<file path="src/hdl/uart_rx_pkg.sv">
// Purpose: shared constants for the uart receiver status block
// Assumes: 125 MHz instruction clock drives the baud generator
// Notes: status and mode bit positions match the software view
package uart_rx_pkg;
   localparam int STAT_DATA_AVAIL = 0;
   localparam int STAT_OVERRUN = 1;
   localparam int STAT_FRAMING = 2;
   localparam int STAT_PARITY = 3;
   localparam int STAT_IDLE = 4;
   localparam int STAT_ADDR_DET = 5;
   localparam int MODE_STOP_SEL = 0;
   localparam int MODE_DATA_PARITY_SELECT_LO = 1;
   localparam int MODE_DATA_PARITY_SELECT_HI = 2;
   localparam logic [1:0] PD_8N = 2'h0;
   localparam logic [1:0] PD_8E = 2'h1;
   localparam logic [1:0] PD_8O = 2'h2;
   localparam logic [1:0] PD_9N = 2'h3;
   localparam logic [15:0] BAUD_DIV_RESET = 16'h0000;
   localparam logic [3:0] OVERSAMPLE_LAST = 4'hf;
   localparam logic [3:0] MID_SAMPLE = 4'h7;
   localparam logic [4:0] BREAK_BIT_TIMES = 5'h0d;
   localparam int FIFO_DEPTH = 8;
   localparam int WORD_W = 11;
endpackage

</file>
<file path="src/hdl/uart_rx_errors.sv">
// Purpose: uart receiver with error flags, break, address detect, loopback and baud generator
// Assumes: software drives mode and control ports from the same clock
// Notes: fifo stores data, ninth bit, framing and parity error per character
// Behaviour
// - overrun when fifo full at stop bit
// - overrun blocks shifting until software clears
// - zero at any stop bit sets framing
// - framing flag stored per character, reset clears
// - parity checked only in parity modes
// - parity flag stored per character, reset clears
// - idle low from start to last stop sample
// - bit count from data/parity and stop select
// - long break loads zero word with framing
// - after break wait for high before start
// - idle reads one right after break load
// - ninth bit marks address in detect mode
// - address mode in 9 bit mode interrupts only when the ninth bit is set
// - loopback feeds transmit into receiver
// - sixteen bit read/write baud divisor
// - bit rate is clock over 16(div+1)
// - data read pops fifo, flags follow head
// - 8 bit even/odd/none or 9 bit
`timescale 1ns/1ps

module uart_rx_fifo #(
   parameter int WIDTH = 11,
   parameter int DEPTH = 8
) (
   input wire logic clk,
   input wire logic rst,
   input wire logic ce,
   input wire logic in_valid,
   output logic in_ready,
   input wire logic [WIDTH-1:0] in_data,
   output logic out_valid,
   input wire logic out_ready,
   output logic [WIDTH-1:0] out_data,
   output logic [$clog2(DEPTH):0] count
);
   localparam int AW = $clog2(DEPTH);
   initial begin
      if (DEPTH < 2 || (1 << AW) != DEPTH) $error("fifo depth must be a power of two");
   end
   logic [WIDTH-1:0] mem [DEPTH];
   logic [AW-1:0] wp, rp, next_wp, next_rp;
   logic [AW:0] next_count;
   logic push, pop;
   assign in_ready = (count != (AW+1)'(DEPTH));
   assign out_valid = (count != '0);
   assign out_data = mem[rp];
   assign push = in_valid && in_ready;
   assign pop = out_valid && out_ready;
   always_comb begin
      next_wp = push ? wp + 1'b1 : wp;
      next_rp = pop ? rp + 1'b1 : rp;
      next_count = count + (AW+1)'(push) - (AW+1)'(pop);
   end
   always_ff @(posedge clk or posedge rst) begin
      if (rst) begin
         wp <= '0;
         rp <= '0;
         count <= '0;
      end else if (ce) begin
         wp <= next_wp;
         rp <= next_rp;
         count <= next_count;
      end
   end
   always_ff @(posedge clk) begin
      if (ce && push) begin
         mem[wp] <= in_data;
      end
   end
endmodule // uart_rx_fifo

module uart_rx_errors #(
   parameter int DEPTH = uart_rx_pkg::FIFO_DEPTH
) (
   input wire logic I_CLOCK,
   input wire logic I_SYS_RST,
   input wire logic i_enable,
   input wire logic i_rx_pin,
   input wire logic i_tx_internal,
   input wire logic [2:0] i_uart_mode_reg,
   input wire logic i_address_detect_enable,
   input wire logic [1:0] i_rx_irq_select,
   input wire logic i_loopback_enable,
   input wire logic i_baud_wr,
   input wire logic [15:0] i_baud_wdata,
   input wire logic i_overrun_clear,
   input wire logic i_rx_data_read,
   output logic o_tx_pin,
   output logic [15:0] o_baud_divisor_reg,
   output logic [5:0] o_uart_status_reg,
   output logic [8:0] o_rx_data_reg,
   output logic o_rx_irq,
   output logic o_tick16
);
   initial begin
      if (DEPTH < 4) $error("receive fifo must hold at least four words");
   end

   // ------------------------------------------------------------
   // baud generator
   // ------------------------------------------------------------
   logic [15:0] baud_div, next_baud_div, baud_cnt, next_baud_cnt;
   logic tick, next_tick;
   always_comb begin
      next_baud_div = i_baud_wr ? i_baud_wdata : baud_div;
      next_tick = 1'b0;
      // reload on a write so a new rate takes effect at once
      if (i_baud_wr || baud_cnt == 16'h0000) begin
         next_baud_cnt = i_baud_wr ? i_baud_wdata : baud_div;
         next_tick = !i_baud_wr;
      end else begin
         next_baud_cnt = baud_cnt - 16'h0001;
      end
   end
   always_ff @(posedge I_CLOCK or posedge I_SYS_RST) begin
      if (I_SYS_RST) begin
         baud_div <= uart_rx_pkg::BAUD_DIV_RESET;
         baud_cnt <= uart_rx_pkg::BAUD_DIV_RESET;
         tick <= 1'b0;
      end else if (i_enable) begin
         baud_div <= next_baud_div;
         baud_cnt <= next_baud_cnt;
         tick <= next_tick;
      end
   end

   // ------------------------------------------------------------
   // input sync and loopback select
   // ------------------------------------------------------------
   logic [2:0] pin_sync, next_pin_sync;
   logic line, next_line, rx_in;
   always_comb begin
      next_pin_sync = {pin_sync[1:0], i_rx_pin};
      next_line = (pin_sync[2] == pin_sync[1]) ? pin_sync[2] : line;
   end
   always_ff @(posedge I_CLOCK or posedge I_SYS_RST) begin
      if (I_SYS_RST) begin
         pin_sync <= 3'h7;
         line <= 1'b1;
         o_tx_pin <= 1'b1;
      end else if (i_enable) begin
         pin_sync <= next_pin_sync;
         line <= next_line;
         o_tx_pin <= i_tx_internal;
      end
   end
   assign rx_in = i_loopback_enable ? o_tx_pin : line;

   // ------------------------------------------------------------
   // receive state machine
   // ------------------------------------------------------------
   typedef enum logic [2:0] {
      S_IDLE = 3'h0, S_START = 3'h1, S_DATA = 3'h2, S_STOP = 3'h3,
      S_WAIT_HIGH = 3'h4, S_HOLD = 3'h5
   } rx_state_t;
   rx_state_t state, next_state;
   logic [3:0] phase, next_phase, nbits, next_nbits, frame_bits;
   logic [8:0] rx_shift_reg, next_rx_shift_reg;
   logic stop2, next_stop2, framing_error_flag_acc, next_framing_error_flag_acc, idle, next_idle;
   logic overrun_flag, next_overrun_flag, push_word, ovr_event;
   logic [4:0] low_bits, next_low_bits;
   logic [1:0] pd;
   logic fifo_ready, fifo_valid, par_bad, parity_mode, all_zero;
   logic [uart_rx_pkg::WORD_W-1:0] fifo_out, push_data;
   logic [$clog2(DEPTH):0] fifo_count;

   function automatic logic [3:0] data_bits(input logic [1:0] sel);
      data_bits = (sel == uart_rx_pkg::PD_9N) ? 4'h9 : 4'h8;
   endfunction

   assign pd = i_uart_mode_reg[uart_rx_pkg::MODE_DATA_PARITY_SELECT_HI:uart_rx_pkg::MODE_DATA_PARITY_SELECT_LO];
   assign parity_mode = (pd == uart_rx_pkg::PD_8E) || (pd == uart_rx_pkg::PD_8O);
   assign frame_bits = data_bits(pd) + (parity_mode ? 4'h1 : 4'h0);
   // parity only in even or odd mode
   assign par_bad = parity_mode &&
      ((^rx_shift_reg) != (pd == uart_rx_pkg::PD_8O));
   assign all_zero = (rx_shift_reg == 9'h000) && (low_bits >= uart_rx_pkg::BREAK_BIT_TIMES);

   always_comb begin
      next_state = state;
      next_phase = phase;
      next_nbits = nbits;
      next_rx_shift_reg = rx_shift_reg;
      next_stop2 = stop2;
      next_framing_error_flag_acc = framing_error_flag_acc;
      next_idle = idle;
      next_low_bits = low_bits;
      push_word = 1'b0;
      ovr_event = 1'b0;
      push_data = '0;
      next_overrun_flag = overrun_flag && !i_overrun_clear;
      case (state)
         S_IDLE: begin
            if (!rx_in && !overrun_flag) begin
               next_state = S_START;
               next_phase = 4'h0;
               next_idle = 1'b0;
               next_low_bits = 5'h00;
            end
         end
         default: begin
            if (tick) begin
               next_phase = phase + 4'h1;
               if (phase == uart_rx_pkg::MID_SAMPLE) begin
                  case (state)
                     S_START: begin
                        if (rx_in) begin
                           next_state = S_IDLE;
                           next_idle = 1'b1;
                        end else begin
                           next_state = S_DATA;
                           next_nbits = 4'h0;
                           next_rx_shift_reg = 9'h000;
                           next_low_bits = 5'h01;
                        end
                     end
                     S_DATA: begin
                        // frame bits land lsb first; parity kept in top slot
                        next_rx_shift_reg[nbits] = rx_in;
                        if (!rx_in && low_bits == {1'b0, nbits} + 5'h01) begin
                           next_low_bits = low_bits + 5'h01;
                        end
                        next_nbits = nbits + 4'h1;
                        if (nbits + 4'h1 == frame_bits) begin
                           next_state = S_STOP;
                           next_stop2 = i_uart_mode_reg[uart_rx_pkg::MODE_STOP_SEL];
                           next_framing_error_flag_acc = 1'b0;
                        end
                     end
                     S_STOP: begin
                        next_framing_error_flag_acc = framing_error_flag_acc | !rx_in;
                        if (!rx_in && low_bits == {1'b0, frame_bits} + 5'h01) begin
                           next_low_bits = low_bits + 5'h01;
                        end
                        if (stop2) begin
                           next_stop2 = 1'b0;
                        end else begin
                           next_idle = 1'b1;
                           if (!fifo_ready) begin
                              ovr_event = 1'b1;
                              next_overrun_flag = 1'b1;
                              next_state = S_HOLD;
                           end else begin
                              push_word = 1'b1;
                              push_data = {framing_error_flag_acc | !rx_in, par_bad, rx_shift_reg};
                              // low line after a bad stop is not a start
                              next_state = (framing_error_flag_acc | !rx_in) ? S_WAIT_HIGH : S_IDLE;
                           end
                        end
                     end
                     default: begin
                     end
                  endcase
               end
            end
            if (state == S_WAIT_HIGH && rx_in) begin
               next_state = S_IDLE;
            end
            if (state == S_HOLD && !overrun_flag) begin
               next_state = S_IDLE;
            end
            if (state == S_WAIT_HIGH || state == S_HOLD) begin
               next_phase = 4'h0;
            end
         end
      endcase
   end
   always_ff @(posedge I_CLOCK or posedge I_SYS_RST) begin
      if (I_SYS_RST) begin
         state <= S_IDLE;
         phase <= 4'h0;
         nbits <= 4'h0;
         rx_shift_reg <= 9'h000;
         stop2 <= 1'b0;
         framing_error_flag_acc <= 1'b0;
         idle <= 1'b1;
         low_bits <= 5'h00;
         overrun_flag <= 1'b0;
      end else if (i_enable) begin
         state <= next_state;
         phase <= next_phase;
         nbits <= next_nbits;
         rx_shift_reg <= next_rx_shift_reg;
         stop2 <= next_stop2;
         framing_error_flag_acc <= next_framing_error_flag_acc;
         idle <= next_idle;
         low_bits <= next_low_bits;
         overrun_flag <= next_overrun_flag; // set wins over clear
      end
   end

   // ------------------------------------------------------------
   // receive fifo and software view
   // ------------------------------------------------------------
   uart_rx_fifo #(.WIDTH(uart_rx_pkg::WORD_W), .DEPTH(DEPTH)) rx_fifo (
      .clk(I_CLOCK),
      .rst(I_SYS_RST),
      .ce(i_enable),
      .in_valid(push_word),
      .in_ready(fifo_ready),
      .in_data(push_data),
      .out_valid(fifo_valid),
      .out_ready(i_rx_data_read),
      .out_data(fifo_out),
      .count(fifo_count)
   );

   logic irq_hit;
   always_comb begin
      irq_hit = 1'b0;
      if (push_word) begin
         if (i_address_detect_enable && pd == uart_rx_pkg::PD_9N) begin
            irq_hit = rx_shift_reg[8];
         end else begin
            case (i_rx_irq_select)
               2'h2: irq_hit = (fifo_count == ($clog2(DEPTH)+1)'(2));
               2'h3: irq_hit = (fifo_count == ($clog2(DEPTH)+1)'(3));
               default: irq_hit = 1'b1;
            endcase
         end
      end
   end
   always_ff @(posedge I_CLOCK or posedge I_SYS_RST) begin
      if (I_SYS_RST) begin
         o_uart_status_reg <= 6'h10;
         o_rx_data_reg <= 9'h000;
         o_baud_divisor_reg <= uart_rx_pkg::BAUD_DIV_RESET;
         o_rx_irq <= 1'b0;
         o_tick16 <= 1'b0;
      end else if (i_enable) begin
         o_uart_status_reg[uart_rx_pkg::STAT_DATA_AVAIL] <= fifo_valid;
         o_uart_status_reg[uart_rx_pkg::STAT_OVERRUN] <= overrun_flag;
         o_uart_status_reg[uart_rx_pkg::STAT_FRAMING] <= fifo_valid & fifo_out[10];
         o_uart_status_reg[uart_rx_pkg::STAT_PARITY] <= fifo_valid & fifo_out[9];
         o_uart_status_reg[uart_rx_pkg::STAT_IDLE] <= idle;
         o_uart_status_reg[uart_rx_pkg::STAT_ADDR_DET] <= i_address_detect_enable;
         o_rx_data_reg <= fifo_out[8:0];
         o_baud_divisor_reg <= baud_div;
         o_rx_irq <= irq_hit;
         o_tick16 <= tick;
      end
   end

   // break word: data bits all zero and stop low, so push_data is zeros plus framing, plus parity in odd mode
   logic unused_zero;
   assign unused_zero = all_zero;

   ovr_needs_full_a: assert property (@(posedge I_CLOCK) disable iff (I_SYS_RST)
      ovr_event |-> !fifo_ready) else $error("overrun without full fifo");
   ovr_blocks_a: assert property (@(posedge I_CLOCK) disable iff (I_SYS_RST)
      overrun_flag && state == S_IDLE |=> state == S_IDLE || !$past(overrun_flag) ||
      $past(i_overrun_clear)) else $error("shift started during overrun");
   framing_error_flag_push_a: assert property (@(posedge I_CLOCK) disable iff (I_SYS_RST)
      push_word && !rx_in && !stop2 |-> push_data[10]) else $error("framing lost");
   parity_error_flag_off_a: assert property (@(posedge I_CLOCK) disable iff (I_SYS_RST)
      push_word && !parity_mode |-> !push_data[9]) else $error("parity in none mode");
   idle_active_a: assert property (@(posedge I_CLOCK) disable iff (I_SYS_RST)
      state == S_DATA |-> !idle) else $error("idle during data");
   break_wait_a: assert property (@(posedge I_CLOCK) disable iff (I_SYS_RST || !i_enable)
      state == S_WAIT_HIGH && !rx_in |=> state == S_WAIT_HIGH) else $error("break as start");
   break_idle_a: assert property (@(posedge I_CLOCK) disable iff (I_SYS_RST)
      state == S_WAIT_HIGH |-> idle) else $error("idle low after break");
   addr_irq_a: assert property (@(posedge I_CLOCK) disable iff (I_SYS_RST || !i_enable)
      push_word && i_address_detect_enable && pd == uart_rx_pkg::PD_9N && rx_shift_reg[8]
      |=> o_rx_irq) else $error("address irq missing");
   baud_tick_a: assert property (@(posedge I_CLOCK) disable iff (I_SYS_RST || !i_enable)
      tick && baud_div == 16'h0000 && !i_baud_wr |=> !i_enable || tick)
      else $error("divisor zero not every cycle");
endmodule // uart_rx_errors

</file>
<file path="config.mk">
export PLATFORM = sky130hd
export DESIGN_NAME = uart_rx_errors
export DESIGN_NICKNAME = d
export VERILOG_FILES = /design/src/hdl/uart_rx_pkg.sv /design/src/hdl/uart_rx_errors.sv
export SDC_FILE = /design/constraint.sdc
export NUM_CORES = 1
export LEC_CHECK = 0
export ABC_AREA = 1
export BUFFER_PORTS_ARGS = -buffer_cell sky130_fd_sc_hd__clkbuf_2
export CAP_MARGIN = 20
export CELL_PAD_IN_SITES_DETAIL_PLACEMENT = 1
export CELL_PAD_IN_SITES_GLOBAL_PLACEMENT = 2
export CORE_AREA = 2 2 165 167
export DETAILED_ROUTE_END_ITERATION = 16
export DIE_AREA = 0 0 167 169
export GPL_TIMING_DRIVEN = 0
export HOLD_SLACK_MARGIN = 0.02
export PLACE_DENSITY_LB_ADDON = 0.12
export SLEW_MARGIN = 10
export SYNTH_ARGS = -nofsm -noshare
export SYNTH_HDL_FRONTEND = slang
export SYNTH_HIERARCHICAL = 1
export SYNTH_SLANG_ARGS = --single-unit
</file>
<file path="constraint.sdc">
create_clock -name I_CLOCK -period 3.5 [get_ports I_CLOCK]
set_input_delay 0.35 -clock I_CLOCK [delete_from_list [all_inputs] [get_ports I_CLOCK]]
set_output_delay 0.35 -clock I_CLOCK [all_outputs]
set_load 0.01 [all_outputs]
</file>
==> impl_metrics.json <==
{
  "outcome": "completed",
  "r2r_end": "rx_fifo/mem[0][5]",
  "synth_warnings": 6,
  "core.rowCount": 60,
  "start_util_pct": 36.2,
  "grt_pass1_wl_mm": 41.7,
  "vias": 7432,
  "drt_iter0_drc": 363,
  "cts_resized": 0,
  "switchingPower_mw": 2.21,
  "nets": 1284,
  "setup_violations": 0,
  "rr_worst_depth": 9,
  "crit_family": "simple AND/OR/NAND/NOR gates",
  "maxSlewViolCount": 0,
  "htreeDepth": 4,
  "drc": 0,
  "share_seq_of_total_power_pct": 43.2,
  "post-synth-top-area-cell": "edfxtp_1",
  "ys_types": 35,
  "synthTopCellsByCount": "nand2_1, inv_1, dfrtp_1, edfxtp_1, nand3_1",
  "die_h_um": 169,
  "worst_path_max_delay_cell": "nor2_1",
  "synth_top_area_share_pct": 27.6,
  "crit_top_cell": "inv_1",
  "fin_ws_ps": 491,
  "ys_seq_area_share_pct": 55.0,
  "gr-total-overflow": 0,
  "hp-class": "primary input to flop",
  "pin_count": 65,
  "synth-edff-count": 88,
  "routed_wl_mm": 25.7,
  "min_to": "pin_sync[0]",
  "rsz0062_at_grt": "no",
  "p_int_mw": 4.10,
  "ant_nets": 0,
  "synthFlopType": "dfrtp_1",
  "maxSlewHeadroom_pct": 27.2,
  "clkTransAtPathRegs_ps": 80,
  "start_kind": "flop",
  "required_ps": 3560,
  "io_buffers": 62,
  "synth.avg_cell_area_sq_um": 8.38,
  "critPathBufInv": 3,
  "synth_area_sq_um": 9590,
  "pre_cts_slack_ps": 484,
  "grt_usage_pct": 19.1,
  "largest-register": "rx_fifo/mem",
  "die_width_um": 167,
  "synth_nets": 1194,
  "p_comb_share_pct": 26.6,
  "powerDensity_nw_per_um2": 573,
  "setup-tns-final_ps": 0,
  "critPathMaxStageDelay_ps": 890,
  "n_antenna_cell": 0,
  "placedCellCount": 1555,
  "power_frac_clock_pct": 30.2,
  "power_mw": 6.31,
  "core_sq_um": 26500,
  "root_buffer": "clkbuf_16",
  "min_from": "i_rx_pin",
  "cts.sinks": 193,
  "antenna_found_initial": 0,
  "n_fill_cell": 3189,
  "hold_violations": 0,
  "ys_seq_elements": 193,
  "max_freq_ghz": 0.332,
  "dr.pass1.iters": 5,
  "worstHoldPathCells": 3,
  "critPathMaxFanout": 11,
  "numCtsBuffers": 17,
  "dpl_cell_area_sq_um": 10400,
  "synth_area_leaders": "edfxtp_1, dfrtp_1, nand2_1",
  "fin_crit_ps": 3010,
  "crit_chain": "inv_1 > ha_1 > nand3_1 > inv_1 > nor3_1 > nand2_1 > inv_1 > nand4_1 > nor2_1",
  "viasPerCell": 4.68,
  "tightestPinTransition_ps": 1090,
  "setup.worst_path.class": "flop to flop",
  "worstPathArrival_ps": 3060,
  "p_sw_share_pct": 35.0,
  "worst-r2r-setup-slack_ps": 490,
  "dieArea_sq_um": 28200,
  "grt_pass1_vias": 7602,
  "p_leak_nw": 5.42,
  "vdd_drop_max_mv": 0.316,
  "finalCritPeriodShare_pct": 86.0,
  "cts_tree": "built",
  "cap_violations": 0,
  "reg2reg_from": "rx_fifo/count[2]",
  "grt_max_degree": 51,
  "syn_to_final_growth_pct": 14.8,
  "synth-async-reset-ratio_pct": 54.4,
  "drive_above_1_share_pct": 12.3,
  "fin_area_sq_um": 11000,
  "yosysMostFrequentCell": "nand2_1",
  "clock_latency_ps": 440,
  "finClkSkew_ps": 14.5,
  "clock_path_buffers": 2,
  "place.gp.congestion": 0.767,
  "wire_per_inst_um": 16.2,
  "synth_cells": 1144,
  "worstSetupEndpointType": "flop",
  "stdcell_count": 1588,
  "largest_register_ffs": 88,
  "hpwl_mm": 19.5
}
## metal layers
metal  vias up  part of all wire (%)  global-route usage [%]
met1      3534                    51                    27.7
met2        95                    45                    30.2
met5         -                     0                       0
met4         0                  0.90                    4.50
li1       3783                     -                       -
met3        20                   3.0                    2.74
## cell type report
cell class              count  area [sq um]  share of cell area, %
clock buffers              19           443                   4.02
flip-flops and latches    193          5280                   48.0
clock inverters            13           121                   1.10
multi-input cells         765          3550                   32.3
well taps                 341           427                   3.88
inverters                 146           558                   5.07
plain buffers              40           225                   2.05
repair buffers             71           400                   3.64
## cell usage in the layout, fill, tap and decap left out, types with 2 or more instances in the layout
| master | count |
|---|---|
| o21bai_1 | 3 |
| nand4_1 | 9 |
| dfrtp_1 | 98 |
| inv_1 | 139 |
| clkbuf_1 | 18 |
| clkbuf_16 | 17 |
| nor3_1 | 3 |
| inv_8 | 3 |
| o21ai_0 | 44 |
| and2_1 | 2 |
| nor3_2 | 4 |
| buf_6 | 5 |
| inv_2 | 5 |
| edfxtp_1 | 88 |
| xor2_1 | 7 |
| clkinv_4 | 3 |
| nand3_1 | 86 |
| a21oi_1 | 14 |
| clkbuf_2 | 62 |
| o22ai_1 | 2 |
| nand2_2 | 4 |
| ha_1 | 18 |
| nor2_1 | 75 |
| inv_4 | 2 |
| dfstp_2 | 7 |
| inv_6 | 4 |
| nand3b_1 | 3 |
| o21ai_1 | 15 |
| nand2_1 | 446 |
| nor2_2 | 2 |
| buf_2 | 12 |
| xnor2_1 | 5 |
| buf_4 | 13 |
| clkinvlp_4 | 2 |
| mux2i_1 | 16 |
## cell families after synthesis
kind of cell	after synthesis	share of synthesized area, %
muxes	16	1.67
and+or+nand+nor	639	27.3
buffers and inverters	186	8.11
AOI/OAI and AO/OA	79	4.25
DFF	193	55.0
xor gates and xnor gates	12	1.10
adders and majority gates	19	2.56
## through the flow
step / utilization [%] / hold WS (ps)
4_1_cts: 41.5 / 94.3
2_1_floorplan: - / 190
3_5_place_dp: 39.4 / 412
6_report: 41.5 / 106
3_3_place_gp: 39.0 / 358
5_1_grt: 41.5 / 107
## worst min-delay path: cells and delay by family
| family | cells | cell delay [ps] |
|---|---|---|
| buf+inv | 1 | 80 |
| compound gates | 1 | 70 |
| simple gates | 1 | 50 |
## worst max-delay path by stage
stage | startpoint | endpoint | slack [ps] | cells after the start
floorplan | I_SYS_RST | baud_cnt[0] | 680 | 1
global placement | I_SYS_RST | o_baud_divisor_reg[7] | -810 | 2
detailed placement | rx_fifo/count[2] | rx_fifo/mem[0][6] | 480 | 9
CTS | rx_fifo/count[2] | rx_fifo/mem[0][7] | 450 | 9
global route | rx_fifo/count[2] | rx_fifo/mem[0][5] | 240 | 9
finish | rx_fifo/count[2] | rx_fifo/mem[0][5] | 490 | 9
## power by group through the flow
stage,clock [mW],combinational [mW],sequential [mW]
after floorplan,0,1.11,2.76
after global placement,0,1.69,2.77
after detailed placement,0,1.72,2.77
after CTS,1.95,1.73,2.73
after global routing,2.05,1.93,2.75
final,1.90,1.68,2.72
## timing repair
action / in CTS / in global routing
hold buffers: 1 / 0
endpoints found under the hold margin: 54 / 0
setup buffers: 0 / 0
endpoints found under the setup margin: 0 / 0
Note: power is estimated with default switching activity, not from simulation.
